$ cat config.mk
export PLATFORM = sky130hd
export DESIGN_NAME = fpc_host
export DESIGN_NICKNAME = d
export VERILOG_FILES = /design/src/verilog/fpc_pkg.sv /design/src/verilog/fpc_host.sv /design/src/verilog/fpc_bus_cycle.sv
export SDC_FILE = /design/constraint.sdc
export NUM_CORES = 1
export LEC_CHECK = 0
export ABC_CLOCK_PERIOD_IN_PS = 2100
export BUFFER_PORTS_ARGS = -buffer_cell sky130_fd_sc_hd__buf_4
export CORE_MARGIN = 2
export CORE_UTILIZATION = 50
export DETAILED_ROUTE_END_ITERATION = 7
export PLACE_DENSITY = 0.86
export REMOVE_ABC_BUFFERS = 1
export SETUP_SLACK_MARGIN = 0.2
export SYNTH_ARGS = -nofsm -noshare
export SYNTH_HDL_FRONTEND = slang
export SYNTH_SLANG_ARGS = --single-unit
$ cat constraint.sdc
create_clock -name ref_clk -period 2.1 [get_ports ref_clk]
set_input_delay 0.315 -clock ref_clk [delete_from_list [all_inputs] [get_ports ref_clk]]
set_output_delay 0.315 -clock ref_clk [all_outputs]
set_load 0.05 [all_outputs]
$ cat src/verilog/fpc_pkg.sv
// Package for the flash protection command host controller.
// Assumes a parallel NOR flash driven by write cycles on address/data pins.
package fpc_pkg;
	// ****************************************
	// Command codes
	// ****************************************
	localparam logic [7:0] CMD_RESET = 8'hf0;
	localparam logic [7:0] CMD_STATUS_RD = 8'h70;
	localparam logic [7:0] CMD_EXIT_ENTRY = 8'h90;
	localparam logic [7:0] CMD_EXIT = 8'h00;
	localparam logic [7:0] CMD_PROG_ENTRY = 8'ha0;
	localparam logic [7:0] CMD_GUARD_SET = 8'h00;
	localparam logic [7:0] CMD_VGUARD_CLR = 8'h01;
	localparam logic [7:0] CMD_ERASE_ALL_ENTER = 8'h80;
	localparam logic [7:0] CMD_ERASE_ALL_START = 8'h30;
	localparam logic [7:0] CMD_SKIP_WBUF = 8'h25;
	localparam logic [7:0] CMD_SKIP_ERASE = 8'h80;
	localparam logic [7:0] CMD_SKIP_RESET = 8'h90;
	localparam logic [7:0] CMD_SKIP_RESET2 = 8'h00;
	localparam logic [22:0] ADDR_STATUS = 23'h000555;
	localparam logic [22:0] ADDR_ZERO = 23'h000000;
	localparam int STATUS_READY_BIT = 7;
	localparam int STATUS_TIMEOUT_BIT = 5;
	localparam int LOCK_ERASE_OK_BIT = 3;
	// ****************************************
	// Bus cycle timing (ref_clk cycles at 100 MHz)
	// ****************************************
	localparam int CLK_NS = 10;
	localparam int WE_LOW_NS = 40;
	localparam int WE_LOW_CYC = (WE_LOW_NS + CLK_NS - 1) / CLK_NS;
	localparam int RD_ACC_NS = 70;
	localparam int RD_ACC_CYC = (RD_ACC_NS + CLK_NS - 1) / CLK_NS;
	// ****************************************
	// Host operations
	// ****************************************
	typedef enum logic [3:0] {
		OP_GUARD_LOCK = 4'h0,
		OP_VGUARD_SET = 4'h1,
		OP_VGUARD_CLR = 4'h2,
		OP_GUARD_PROG = 4'h3,
		OP_GUARD_ERASE = 4'h4,
		OP_SKIP_CMD = 4'h5,
		OP_SKIP_RESET = 4'h6,
		OP_SOFT_RESET = 4'h7
	} fpc_op_e;
endpackage : fpc_pkg

$ cat src/verilog/fpc_host.sv
// Host controller that issues protection and unlock-skip command sequences.
// Assumes the flash is already in the mode each operation needs entering.
//
// Behaviour
// - Lock mode: program entry then set, later exit entry and exit to read.
// - Volatile mode: program entry then sector write of set or clear data.
// - Unlock-skip: one write dispatches; reset entry then zero returns to read.
// - Timeout hangs with ready set until software reset is written.
// - Only lock mode follows program entry plus data with exit entry plus exit.
`timescale 1ns/100ps
module fpc_host
	import fpc_pkg::*;
(
	// Clock and reset
	input wire logic ref_clk,
	input wire logic nrst,
	// User command
	input wire logic opValid,
	input wire fpc_pkg::fpc_op_e opCode,
	input wire logic [22:0] opAddr,
	input wire logic [7:0] opData,
	input wire logic eraseAllowed,
	output logic opReady,
	output logic opDone,
	output logic opHung,
	output logic [7:0] statusWord,
	// Flash pins
	output logic [22:0] flashAddr,
	output logic [7:0] dqOut,
	output logic dqOe,
	input wire logic [7:0] dqIn,
	output logic weN,
	output logic oeN,
	output logic ceN
);
	typedef enum logic [5:0] {
		ST_IDLE = 6'b000001,
		ST_ISSUE = 6'b000010,
		ST_WAIT = 6'b000100,
		ST_POLL = 6'b001000,
		ST_POLLW = 6'b010000,
		ST_DONE = 6'b100000
	} fpc_state_e;

	fpc_state_e state_reg, state_next;
	fpc_op_e op_reg, op_next;
	logic [22:0] a_reg, a_next;
	logic [7:0] d_reg, d_next;
	logic [2:0] step_reg, step_next;
	logic [2:0] nsteps_reg, nsteps_next;
	logic poll_reg, poll_next;
	logic opReady_next, opDone_next, opHung_next;
	logic [7:0] statusWord_next;
	logic cycStart;
	logic cycRead;
	logic [22:0] cycAddr;
	logic [7:0] cycData;
	logic cycDone;
	logic [7:0] cycRd;

	// ****************************************
	// Sequence tables
	// ****************************************
	// Number of write cycles for each operation
	function automatic logic [2:0] seqLen(input fpc_op_e op);
		case (op)
			OP_GUARD_LOCK: seqLen = 3'd4;
			OP_VGUARD_SET, OP_VGUARD_CLR: seqLen = 3'd2;
			OP_GUARD_PROG: seqLen = 3'd2;
			OP_GUARD_ERASE: seqLen = 3'd2;
			OP_SKIP_CMD: seqLen = 3'd1;
			OP_SKIP_RESET: seqLen = 3'd2;
			default: seqLen = 3'd1;
		endcase
	endfunction : seqLen

	// Address and data of one step; wr[30:8] address, wr[7:0] data
	function automatic logic [30:0] seqCycle(input fpc_op_e op, input logic [2:0] s,
		input logic [22:0] a, input logic [7:0] d);
		seqCycle = {ADDR_ZERO, CMD_RESET};
		case (op)
			// Lock: entry, set, then exit entry, exit to read
			OP_GUARD_LOCK:
				case (s)
					3'd0: seqCycle = {ADDR_ZERO, CMD_PROG_ENTRY};
					3'd1: seqCycle = {ADDR_ZERO, CMD_GUARD_SET};
					3'd2: seqCycle = {ADDR_ZERO, CMD_EXIT_ENTRY};
					default: seqCycle = {ADDR_ZERO, CMD_EXIT};
				endcase
			// Volatile set always writes the only valid set code
			OP_VGUARD_SET: seqCycle = (s == 3'd0) ? {ADDR_ZERO, CMD_PROG_ENTRY}
				: {a, CMD_GUARD_SET};
			OP_VGUARD_CLR: seqCycle = (s == 3'd0) ? {ADDR_ZERO, CMD_PROG_ENTRY}
				: {a, CMD_VGUARD_CLR};
			OP_GUARD_PROG: seqCycle = (s == 3'd0) ? {ADDR_ZERO, CMD_PROG_ENTRY}
				: {a, CMD_GUARD_SET};
			OP_GUARD_ERASE: seqCycle = (s == 3'd0) ? {ADDR_ZERO, CMD_ERASE_ALL_ENTER}
				: {ADDR_ZERO, CMD_ERASE_ALL_START};
			OP_SKIP_CMD: seqCycle = {a, d};
			OP_SKIP_RESET: seqCycle = (s == 3'd0) ? {ADDR_ZERO, CMD_SKIP_RESET}
				: {ADDR_ZERO, CMD_SKIP_RESET2};
			default: seqCycle = {ADDR_ZERO, CMD_RESET};
		endcase
	endfunction : seqCycle

	assign {cycAddr, cycData} = (state_reg == ST_POLL) ? {ADDR_STATUS, CMD_STATUS_RD}
		: seqCycle(op_reg, step_reg, a_reg, d_reg);
	// Read launch is a one-cycle pulse so the engine is not restarted once idle
	assign cycRead = (state_reg == ST_POLLW) && (step_reg == 3'd2);
	assign cycStart = (state_reg == ST_ISSUE) || (state_reg == ST_POLL);

	fpc_bus_cycle u_cycle (
		.ref_clk(ref_clk),
		.nrst(nrst),
		.start(cycStart || cycRead),
		.isRead(cycRead),
		.addrIn(cycRead ? ADDR_ZERO : cycAddr),
		.dataIn(cycData),
		.done(cycDone),
		.rdData(cycRd),
		.flashAddr(flashAddr),
		.dqOut(dqOut),
		.dqOe(dqOe),
		.dqIn(dqIn),
		.weN(weN),
		.oeN(oeN),
		.ceN(ceN)
	);

	// ****************************************
	// Sequencer
	// ****************************************
	// Issue steps, then poll status for timed operations
	always_comb
	begin
		state_next = state_reg;
		op_next = op_reg;
		a_next = a_reg;
		d_next = d_reg;
		step_next = step_reg;
		nsteps_next = nsteps_reg;
		poll_next = poll_reg;
		opReady_next = 1'b0;
		opDone_next = 1'b0;
		opHung_next = opHung;
		statusWord_next = statusWord;
		case (state_reg)
			ST_IDLE:
			begin
				opReady_next = 1'b1;
				if (opValid && opReady)
				begin
					opReady_next = 1'b0;
					op_next = opCode;
					a_next = opAddr;
					d_next = opData;
					step_next = 3'd0;
					nsteps_next = seqLen(opCode);
					poll_next = (opCode == OP_GUARD_PROG) || (opCode == OP_GUARD_ERASE);
					if (opCode == OP_SOFT_RESET)
						opHung_next = 1'b0;
					// Skip erase-all when lock register forbids it
					if (opCode == OP_GUARD_ERASE && !eraseAllowed)
						state_next = ST_DONE;
					else
						state_next = ST_ISSUE;
				end
			end
			ST_ISSUE: state_next = ST_WAIT;
			ST_WAIT:
				if (cycDone)
				begin
					if (step_reg + 3'd1 == nsteps_reg)
						state_next = poll_reg ? ST_POLL : ST_DONE;
					else
					begin
						step_next = step_reg + 3'd1;
						state_next = ST_ISSUE;
					end
				end
			ST_POLL:
			begin
				step_next = 3'd0;
				state_next = ST_POLLW;
			end
			ST_POLLW:
				if (step_reg == 3'd2)
					step_next = 3'd1;
				else if (cycDone)
				begin
					if (step_reg == 3'd0)
						step_next = 3'd2;
					else
					begin
						statusWord_next = cycRd;
						// Ready bit: done (device back in guard mode) or hung
						if (cycRd[STATUS_READY_BIT])
						begin
							opHung_next = cycRd[STATUS_TIMEOUT_BIT];
							state_next = ST_DONE;
						end
						else
							state_next = ST_POLL;
					end
				end
			ST_DONE:
			begin
				opDone_next = 1'b1;
				state_next = ST_IDLE;
			end
			default: state_next = ST_IDLE;
		endcase
	end

	always_ff @(posedge ref_clk)
	begin
		if (!nrst)
		begin
			state_reg <= ST_IDLE;
			op_reg <= OP_SOFT_RESET;
			a_reg <= 23'h0;
			d_reg <= 8'h00;
			step_reg <= 3'd0;
			nsteps_reg <= 3'd1;
			poll_reg <= 1'b0;
			opReady <= 1'b0;
			opDone <= 1'b0;
			opHung <= 1'b0;
			statusWord <= 8'h00;
		end
		else
		begin
			state_reg <= state_next;
			op_reg <= op_next;
			a_reg <= a_next;
			d_reg <= d_next;
			step_reg <= step_next;
			nsteps_reg <= nsteps_next;
			poll_reg <= poll_next;
			opReady <= opReady_next;
			opDone <= opDone_next;
			opHung <= opHung_next;
			statusWord <= statusWord_next;
		end
	end

	// ****************************************
	// Checks
	// ****************************************
	a_done_after_issue: assert property (@(posedge ref_clk) disable iff (!nrst)
		opDone |-> $past(state_reg) == ST_DONE)
		else $error("done without done state");
	a_erase_blocked: assert property (@(posedge ref_clk) disable iff (!nrst)
		(state_reg == ST_IDLE && opValid && opReady && opCode == OP_GUARD_ERASE
		&& !eraseAllowed) |=> state_reg == ST_DONE ##1 opDone)
		else $error("erase issued while forbidden");
	a_reset_unhangs: assert property (@(posedge ref_clk) disable iff (!nrst)
		(state_reg == ST_IDLE && opValid && opReady && opCode == OP_SOFT_RESET)
		|=> !opHung)
		else $error("hang not cleared by reset");
	a_we_pulse_len: assert property (@(posedge ref_clk) disable iff (!nrst)
		$fell(weN) |-> !weN [*4] ##1 weN)
		else $error("write strobe width wrong");
	a_oe_we_excl: assert property (@(posedge ref_clk) disable iff (!nrst)
		!(weN == 1'b0 && oeN == 1'b0))
		else $error("read and write overlap");
	a_vset_data: assert property (@(posedge ref_clk) disable iff (!nrst)
		(op_reg == OP_VGUARD_SET && step_reg == 3'd1 && state_reg == ST_WAIT && !weN)
		|-> dqOut == CMD_GUARD_SET)
		else $error("volatile set data wrong");
	a_skip_one_write: assert property (@(posedge ref_clk) disable iff (!nrst)
		(state_reg == ST_WAIT && op_reg == OP_SKIP_CMD && cycDone) |=> state_reg == ST_DONE)
		else $error("skip command not single write");
	a_poll_after_prog: assert property (@(posedge ref_clk) disable iff (!nrst)
		(state_reg == ST_WAIT && poll_reg && cycDone && step_reg + 3'd1 == nsteps_reg)
		|=> state_reg == ST_POLL)
		else $error("no status poll after guard op");
endmodule : fpc_host

$ cat src/verilog/fpc_bus_cycle.sv
// Single flash bus cycle engine: one write or one status read.
// Assumes flash pins are external; read data is synchronised here.
`timescale 1ns/100ps
module fpc_bus_cycle
	import fpc_pkg::*;
(
	// Clock and reset
	input wire logic ref_clk,
	input wire logic nrst,
	// Request
	input wire logic start,
	input wire logic isRead,
	input wire logic [22:0] addrIn,
	input wire logic [7:0] dataIn,
	output logic done,
	output logic [7:0] rdData,
	// Flash pins
	output logic [22:0] flashAddr,
	output logic [7:0] dqOut,
	output logic dqOe,
	input wire logic [7:0] dqIn,
	output logic weN,
	output logic oeN,
	output logic ceN
);
	logic [7:0] dqSync1_reg;
	logic [7:0] dqSync2_reg;
	logic [3:0] cnt_reg, cnt_next;
	logic busy_reg, busy_next;
	logic rd_reg, rd_next;
	logic [22:0] addr_reg, addr_next;
	logic [7:0] wd_reg, wd_next;
	logic [7:0] rdData_next;
	logic done_next;

	// ****************************************
	// Cycle sequencing
	// ****************************************
	// Hold strobe for a fixed count, then sample/release
	always_comb
	begin
		busy_next = busy_reg;
		cnt_next = cnt_reg;
		rd_next = rd_reg;
		addr_next = addr_reg;
		wd_next = wd_reg;
		rdData_next = rdData;
		done_next = 1'b0;
		if (!busy_reg && start)
		begin
			busy_next = 1'b1;
			rd_next = isRead;
			addr_next = addrIn;
			wd_next = dataIn;
			cnt_next = 4'h0;
		end
		else if (busy_reg)
		begin
			cnt_next = cnt_reg + 4'h1;
			// Read waits access time plus two sync stages; write strobe stays low
			// for exactly WE_LOW_CYC cycles, the launch edge counting as the first
			if (rd_reg ? (cnt_reg == 4'(RD_ACC_CYC + 2)) : (cnt_reg == 4'(WE_LOW_CYC - 1)))
			begin
				busy_next = 1'b0;
				done_next = 1'b1;
				if (rd_reg)
					rdData_next = dqSync2_reg;
			end
		end
	end

	always_ff @(posedge ref_clk)
	begin
		dqSync1_reg <= dqIn;
		dqSync2_reg <= dqSync1_reg;
		if (!nrst)
		begin
			busy_reg <= 1'b0;
			cnt_reg <= 4'h0;
			rd_reg <= 1'b0;
			addr_reg <= 23'h0;
			wd_reg <= 8'h00;
			rdData <= 8'h00;
			done <= 1'b0;
			flashAddr <= 23'h0;
			dqOut <= 8'h00;
			dqOe <= 1'b0;
			weN <= 1'b1;
			oeN <= 1'b1;
			ceN <= 1'b1;
		end
		else
		begin
			busy_reg <= busy_next;
			cnt_reg <= cnt_next;
			rd_reg <= rd_next;
			addr_reg <= addr_next;
			wd_reg <= wd_next;
			rdData <= rdData_next;
			done <= done_next;
			flashAddr <= addr_next;
			dqOut <= wd_next;
			dqOe <= busy_next && !rd_next;
			weN <= !(busy_next && !rd_next);
			oeN <= !(busy_next && rd_next);
			ceN <= !busy_next;
		end
	end
endmodule : fpc_bus_cycle

Word level (Yosys, flattened, before mapping)
Cells that the tools add are included.

$add $sub $neg: 2. Equality and inequality tests: 32. Multiplexer cells: 41. Bitwise gates (word level): 5. Reductions and logical operators: 31.

Operators with widths (number): $pmux W31 S6 (1); $mux W31 (3); $mux W6 (9); $pmux W6 S5 (1); $eq A4 B3 Y1 const B (6); $mux W23 (1); $eq A4 B2 Y1 const B (5); $mux W3 (6); $mux W8 (2); $pmux W8 S2 (1); $mux W1 (14); $pmux W3 S4 (1); $ne A2 B2 Y1 const B (5); $eq A4 B1 Y1 const B (2); $logic_not A4 Y1 (2); $reduce_and A4 Y1 (2); $reduce_and A7 Y1 (1); $eq A6 B1 Y1 const B (1); $eq A6 B2 Y1 const B (1); $eq A6 B3 Y1 const B (1); $eq A6 B4 Y1 const B (1); $eq A6 B5 Y1 const B (1); $eq A6 B6 Y1 const B (1); $logic_and A1 B1 Y1 (6); other kinds (22) (37).

Bits in registers: 125. Input bits: 47. Output and inout bits: 46. Logic and storage cells: 135.

Depth between registers and ports, before layout
Depth in word-level cells: 8. Depth in mapped cells: 8. Mapped depth without buffers: 8.

Modules after synthesis
A second synthesis with hierarchy kept.

Cells, all modules: 611. Area, all modules: 5097.4 sq um.

Modules (own cells, without submodules): fpc_host (instances 1, cells an instance 379, area each 2954.1 sq um, seq. area each 1181.1 sq um); fpc_bus_cycle (instances 1, cells an instance 232, area each 2143.3 sq um, seq. area each 1321.3 sq um).

Worst setup path after synthesis
OpenSTA, ideal clock, no wires.

Path type: flip-flop to flip-flop. From: register step_reg[0]. To: register u_cycle.addr_reg[13]. Arrival: 2.243 ns. Data required time: 2.040 ns. Slack: -0.204 ns. Stages on the path, launching flop included: 9. Path buffers: 1. Clock period less this slack: 2.304 ns. Cells stage by stage: dfxtp_1 -> inv_1 -> ha_1 -> nor3b_1 -> a2111oi_1 -> nand2_2 -> nor2_8 -> buf_8 -> a22o_1.

Longest elaborated chain between the ends: 5. Elaborated cells on any way between the ends: 10.

RTL lines: from (decl) (RTL line fpc_host.sv:49) `logic [2:0] step_reg, step_next;`; from (signal assigned) (RTL line fpc_host.sv:237) `step_reg <= step_next;`; $logic_not A3 Y1 (RTL line fpc_host.sv:91, fpc_host.sv:93, fpc_host.sv:95); $mux W31 (on tied branches) (RTL line fpc_host.sv:91, fpc_host.sv:95, fpc_host.sv:93); $pmux W31 S6 (RTL line fpc_host.sv:81) `case (op)`; $mux W31 (RTL line fpc_host.sv:106) `assign {cycAddr, cycData} = (state_reg == ST_POLL) ? {ADDR_STATUS, CMD_STATUS_RD}`; $mux W23 (RTL line fpc_host.sv:117) `.addrIn(cycRead ? ADDR_ZERO : cycAddr),`; to (signal assigned) (RTL line fpc_bus_cycle.sv:97) `addr_reg <= addr_next;`; to (decl) (RTL line fpc_bus_cycle.sv:31) `logic [22:0] addr_reg, addr_next;`.

Parallel ways exist; a longest one is shown, timed or not. A chain may end at the register's enable or synchronous reset.

Final worst setup path
From: register state_reg[0]. To: register u_cycle.wd_reg[5].

Longest elaborated chain between the ends: 4. Elaborated cells on any way between the ends: 8.

RTL lines: from (decl) (RTL line fpc_host.sv:45) `fpc_state_e state_reg, state_next;`; from (signal assigned) (RTL line fpc_host.sv:233) `state_reg <= state_next;`; $eq A6 B2 Y1, or another cell as far along (RTL line fpc_host.sv:110) `assign cycStart = (state_reg == ST_ISSUE) || (state_reg == ST_POLL);`; $logic_or A1 B1 Y1 / $logic_and A1 B1 Y1 (equally long branches) (RTL line fpc_host.sv:110, fpc_host.sv:109); $logic_or A1 B1 Y1 (RTL line fpc_host.sv:115) `.start(cycStart || cycRead),`; $logic_and A1 B1 Y1 (RTL line fpc_bus_cycle.sv:49) `if (!busy_reg && start)`; to (signal assigned) (RTL line fpc_bus_cycle.sv:98) `wd_reg <= wd_next;`; to (decl) (RTL line fpc_bus_cycle.sv:32) `logic [7:0] wd_reg, wd_next;`.

Parallel ways exist; a longest one is shown, timed or not.

==> results.toml <==
[logic_synthesis]
synth-seq-cells = 125
synthAdderAreaFrac = 0.01012
synth_compound_area_frac = 0.1837
synth_edf_count = 0
netlist_instances = 520
avgSynthCellArea_um2 = 9.512
synth_seq_area_share = 0.5059
synth-xor-area-share = 0.01695
netlist_area_um2 = 4946
synthArstFlopShare = 0
synth-simple-area-share = 0.2097
synth_top_family_by_area = "simple AND/OR/NAND/NOR gates"
ys.warnings.count = 0
ys.flop_type = "dfxtp_1"
synthMuxAreaShare = 0.03440
synth_cell_type_count = 64

[clocking]
clock_sinks = 125
cts_made_buffers = 17
cts_buffer_depth = 2
clkTransAtPathRegs_ns = 0.06
clkLatencyLatePin_ns = 0.52
htree_num_levels = 4
cts_tree = "built"
cts-root-buf = "clkbuf_8"

[placed_design]
dpl-instance-area_um2 = 5853
gp_congestion = 0.9139
post-place-ws_ns = -0.02087
dpl.hpwl_mm = 7.927
port_buffers = 92

[drt]
ant_nets = 0
drcViolationCount = 0
drtPass1Iterations = 5
vias = 4555
routed_via_density = 5.701
drt-initial-drc-count = 359
routedWlPerCell_um = 17.41
finalWirelength_mm = 13.91

[floorplan]
dieWidth_um = 103.5
io_pins = 93
initial_core_util = 0.5107
rows = 36
die_h_um = 103.5
core_um2 = 9684
dieArea_um2 = 10700

[power_and_ir_drop]
p_per_area_nw_per_um2 = 1001
total_power_w = 0.006949
vdd_ir_drop_max_mv = 0.5737
leakage_nw = 2.846

[timing]
setup_viol = 0
tightestPinTransition_ns = 0.5929
relSlewSlack = 0.5993
final.period_utilization = 0.9987
rsz0062_at_grt = "true"
finalCriticalPeriod_ns = 2.097
fmax_ghz = 0.4768
hold_viol = 0
drv_slew = 0
fin_hold_ws_ns = 0.05186
fin_ws_ns = 0.002659
skew_ns = 0.009126

[global_routing]
grt_pass1_vias = 4323
grt_pass1_wl_mm = 20.94
antenna_found_initial = 0
grt_max_degree = 66
grt_usage = 0.2574
grt_overflow_total = 0

[layout]
drive_gt1_frac = 0.3393
nets = 704
utilization = 0.7165
antenna_cells = 0
areaGrowthSynthToFinish_pct = 40.30
fin_area_um2 = 6939

[worst_setup_path]
crit_type = "register to register"
worst_ep_required_time_ns = 2.54
crit_fanout = 7
critical_path_arrival_ns = 2.54
end_kind = "register"
worst_setup_path_start_kind = "register"

[run]
max-cap-violations = 0

[outcome]
status = "finished, final reports clean"

[worst_hold_path]
hp-class = "primary input to register"
[metrics by stage]
step / instances / setup TNS, ns
after floorplan: 488 / -15.54
after global placement: 741 / 0
after detailed placement: 741 / -0.05640
after CTS: 791 / 0
after global routing: 799 / -0.1942
final: 799 / 0
[per-layer routing]
| layer | vias up | part of all wire | GRT usage |
|---|---|---|---|
| met2 | 211 | 0.52 | 0.4392 |
| met5 | - | 0 | 0 |
| met1 | 2202 | 0.39 | 0.3081 |
| li1 | 2107 | - | - |
| met4 | 0 | 0.026 | 0.09514 |
| met3 | 35 | 0.065 | 0.07460 |
[worst paths after layout]
path | start | to | slack (ns) | depth (start not counted)
setup / recovery | state_reg[0] | u_cycle.wd_reg[5] | 0.003 | 7
hold / removal | opAddr[5] | a_reg[5] | 0.05 | 3
setup reg to reg | state_reg[0] | u_cycle.wd_reg[5] | 0.003 | 7
hold reg to reg | u_cycle.dqSync1_reg[4] | u_cycle.dqSync2_reg[4] | 0.33 | 0
[layout by cell type (no fill, tap or decap), types with 5 or more instances in the layout]
cell type,Yosys,layout
dfxtp_1,125,121
buf_4,1,120
nand2_1,92,91
a21boi_0,36,35
a21oi_1,19,19
nor2b_1,20,18
a22o_1,17,17
mux2i_1,17,16
clkbuf_16,0,16
nor2_1,20,15
nand3_1,14,10
o21ai_0,13,10
buf_6,4,10
dlygate4sd3_1,0,8
inv_1,7,7
o211ai_1,6,6
nor2_2,0,5
nor3_1,7,5
nand2b_4,0,5
o2bb2ai_1,6,5
clkinv_4,0,5
[cell type report]
cell class | instances | area [µm²]
repair buffers | 142 | 1169
multi-input cells | 360 | 2532
flip-flops and latches | 125 | 2515
fillers | 655 | 2745
clock inverters | 13 | 108.9
inverters | 7 | 26.28
well taps | 133 | 166.4
clock buffers | 19 | 421.7
[Yosys cell counts, drive strengths merged, types with 3 or more instances]
library cell,n,area (µm²)
buf,9,81.32
or2,4,25.02
dfxtp,125,2502
nor3,7,35.03
and3b,3,26.28
nand4,3,18.77
o211ai,6,45.04
nand2,93,351.6
clkbuf,23,86.33
nand2b,7,43.79
xnor2,3,26.28
a21boi,39,292.8
nor2b,21,133.9
a21oi,20,111.4
and3,3,18.77
ha,4,50.05
xor2,4,35.03
nor4b,3,26.28
nand3,14,70.07
mux2i,17,170.2
inv,7,26.28
o2bb2ai,6,52.55
a22o,17,148.9
nor2,21,95.09
and2,4,25.02
or3,5,41.29
o21ai,13,65.06
[worst max-delay path: stages (launching register included)]
cell and delay (ns):
dfxtp_4 0.36, or4_4 0.57, or3_4 0.37, a21oi_4 0.21
buf_12 0.17, buf_8 0.13, o21ai_2 0.06, a21oi_1 0.16
[logic make-up after synthesis]
logic type                 after synthesis
xor gates and xnor gates                 8
AOI/OAI and AO/OA                      124
DFF                                    125
and+or+nand+nor                        203
adders and majority gates                4
buffers and inverters                   39
muxes                                   17
[power by group]
part | switching [W] | internal (W)
Clock | 0.00113 | 0.00147
Combinational | 0.000927 | 0.000706
Sequential | 0.000153 | 0.00257
Total | 0.00221 | 0.00474
[repair_timing]
| action | in CTS | in global routing |
|---|---|---|
| buffers inserted | 5 | 8 |
| hold endpoints to repair | 8 | 0 |
| resized for setup | 28 | 45 |
| pin swaps | 29 | 26 |
| gates cloned | 5 | 0 |
| hold buffers | 8 | 0 |
| setup endpoints to repair | 55 | 87 |
No activity file was read; power rests on OpenSTA's default activity.
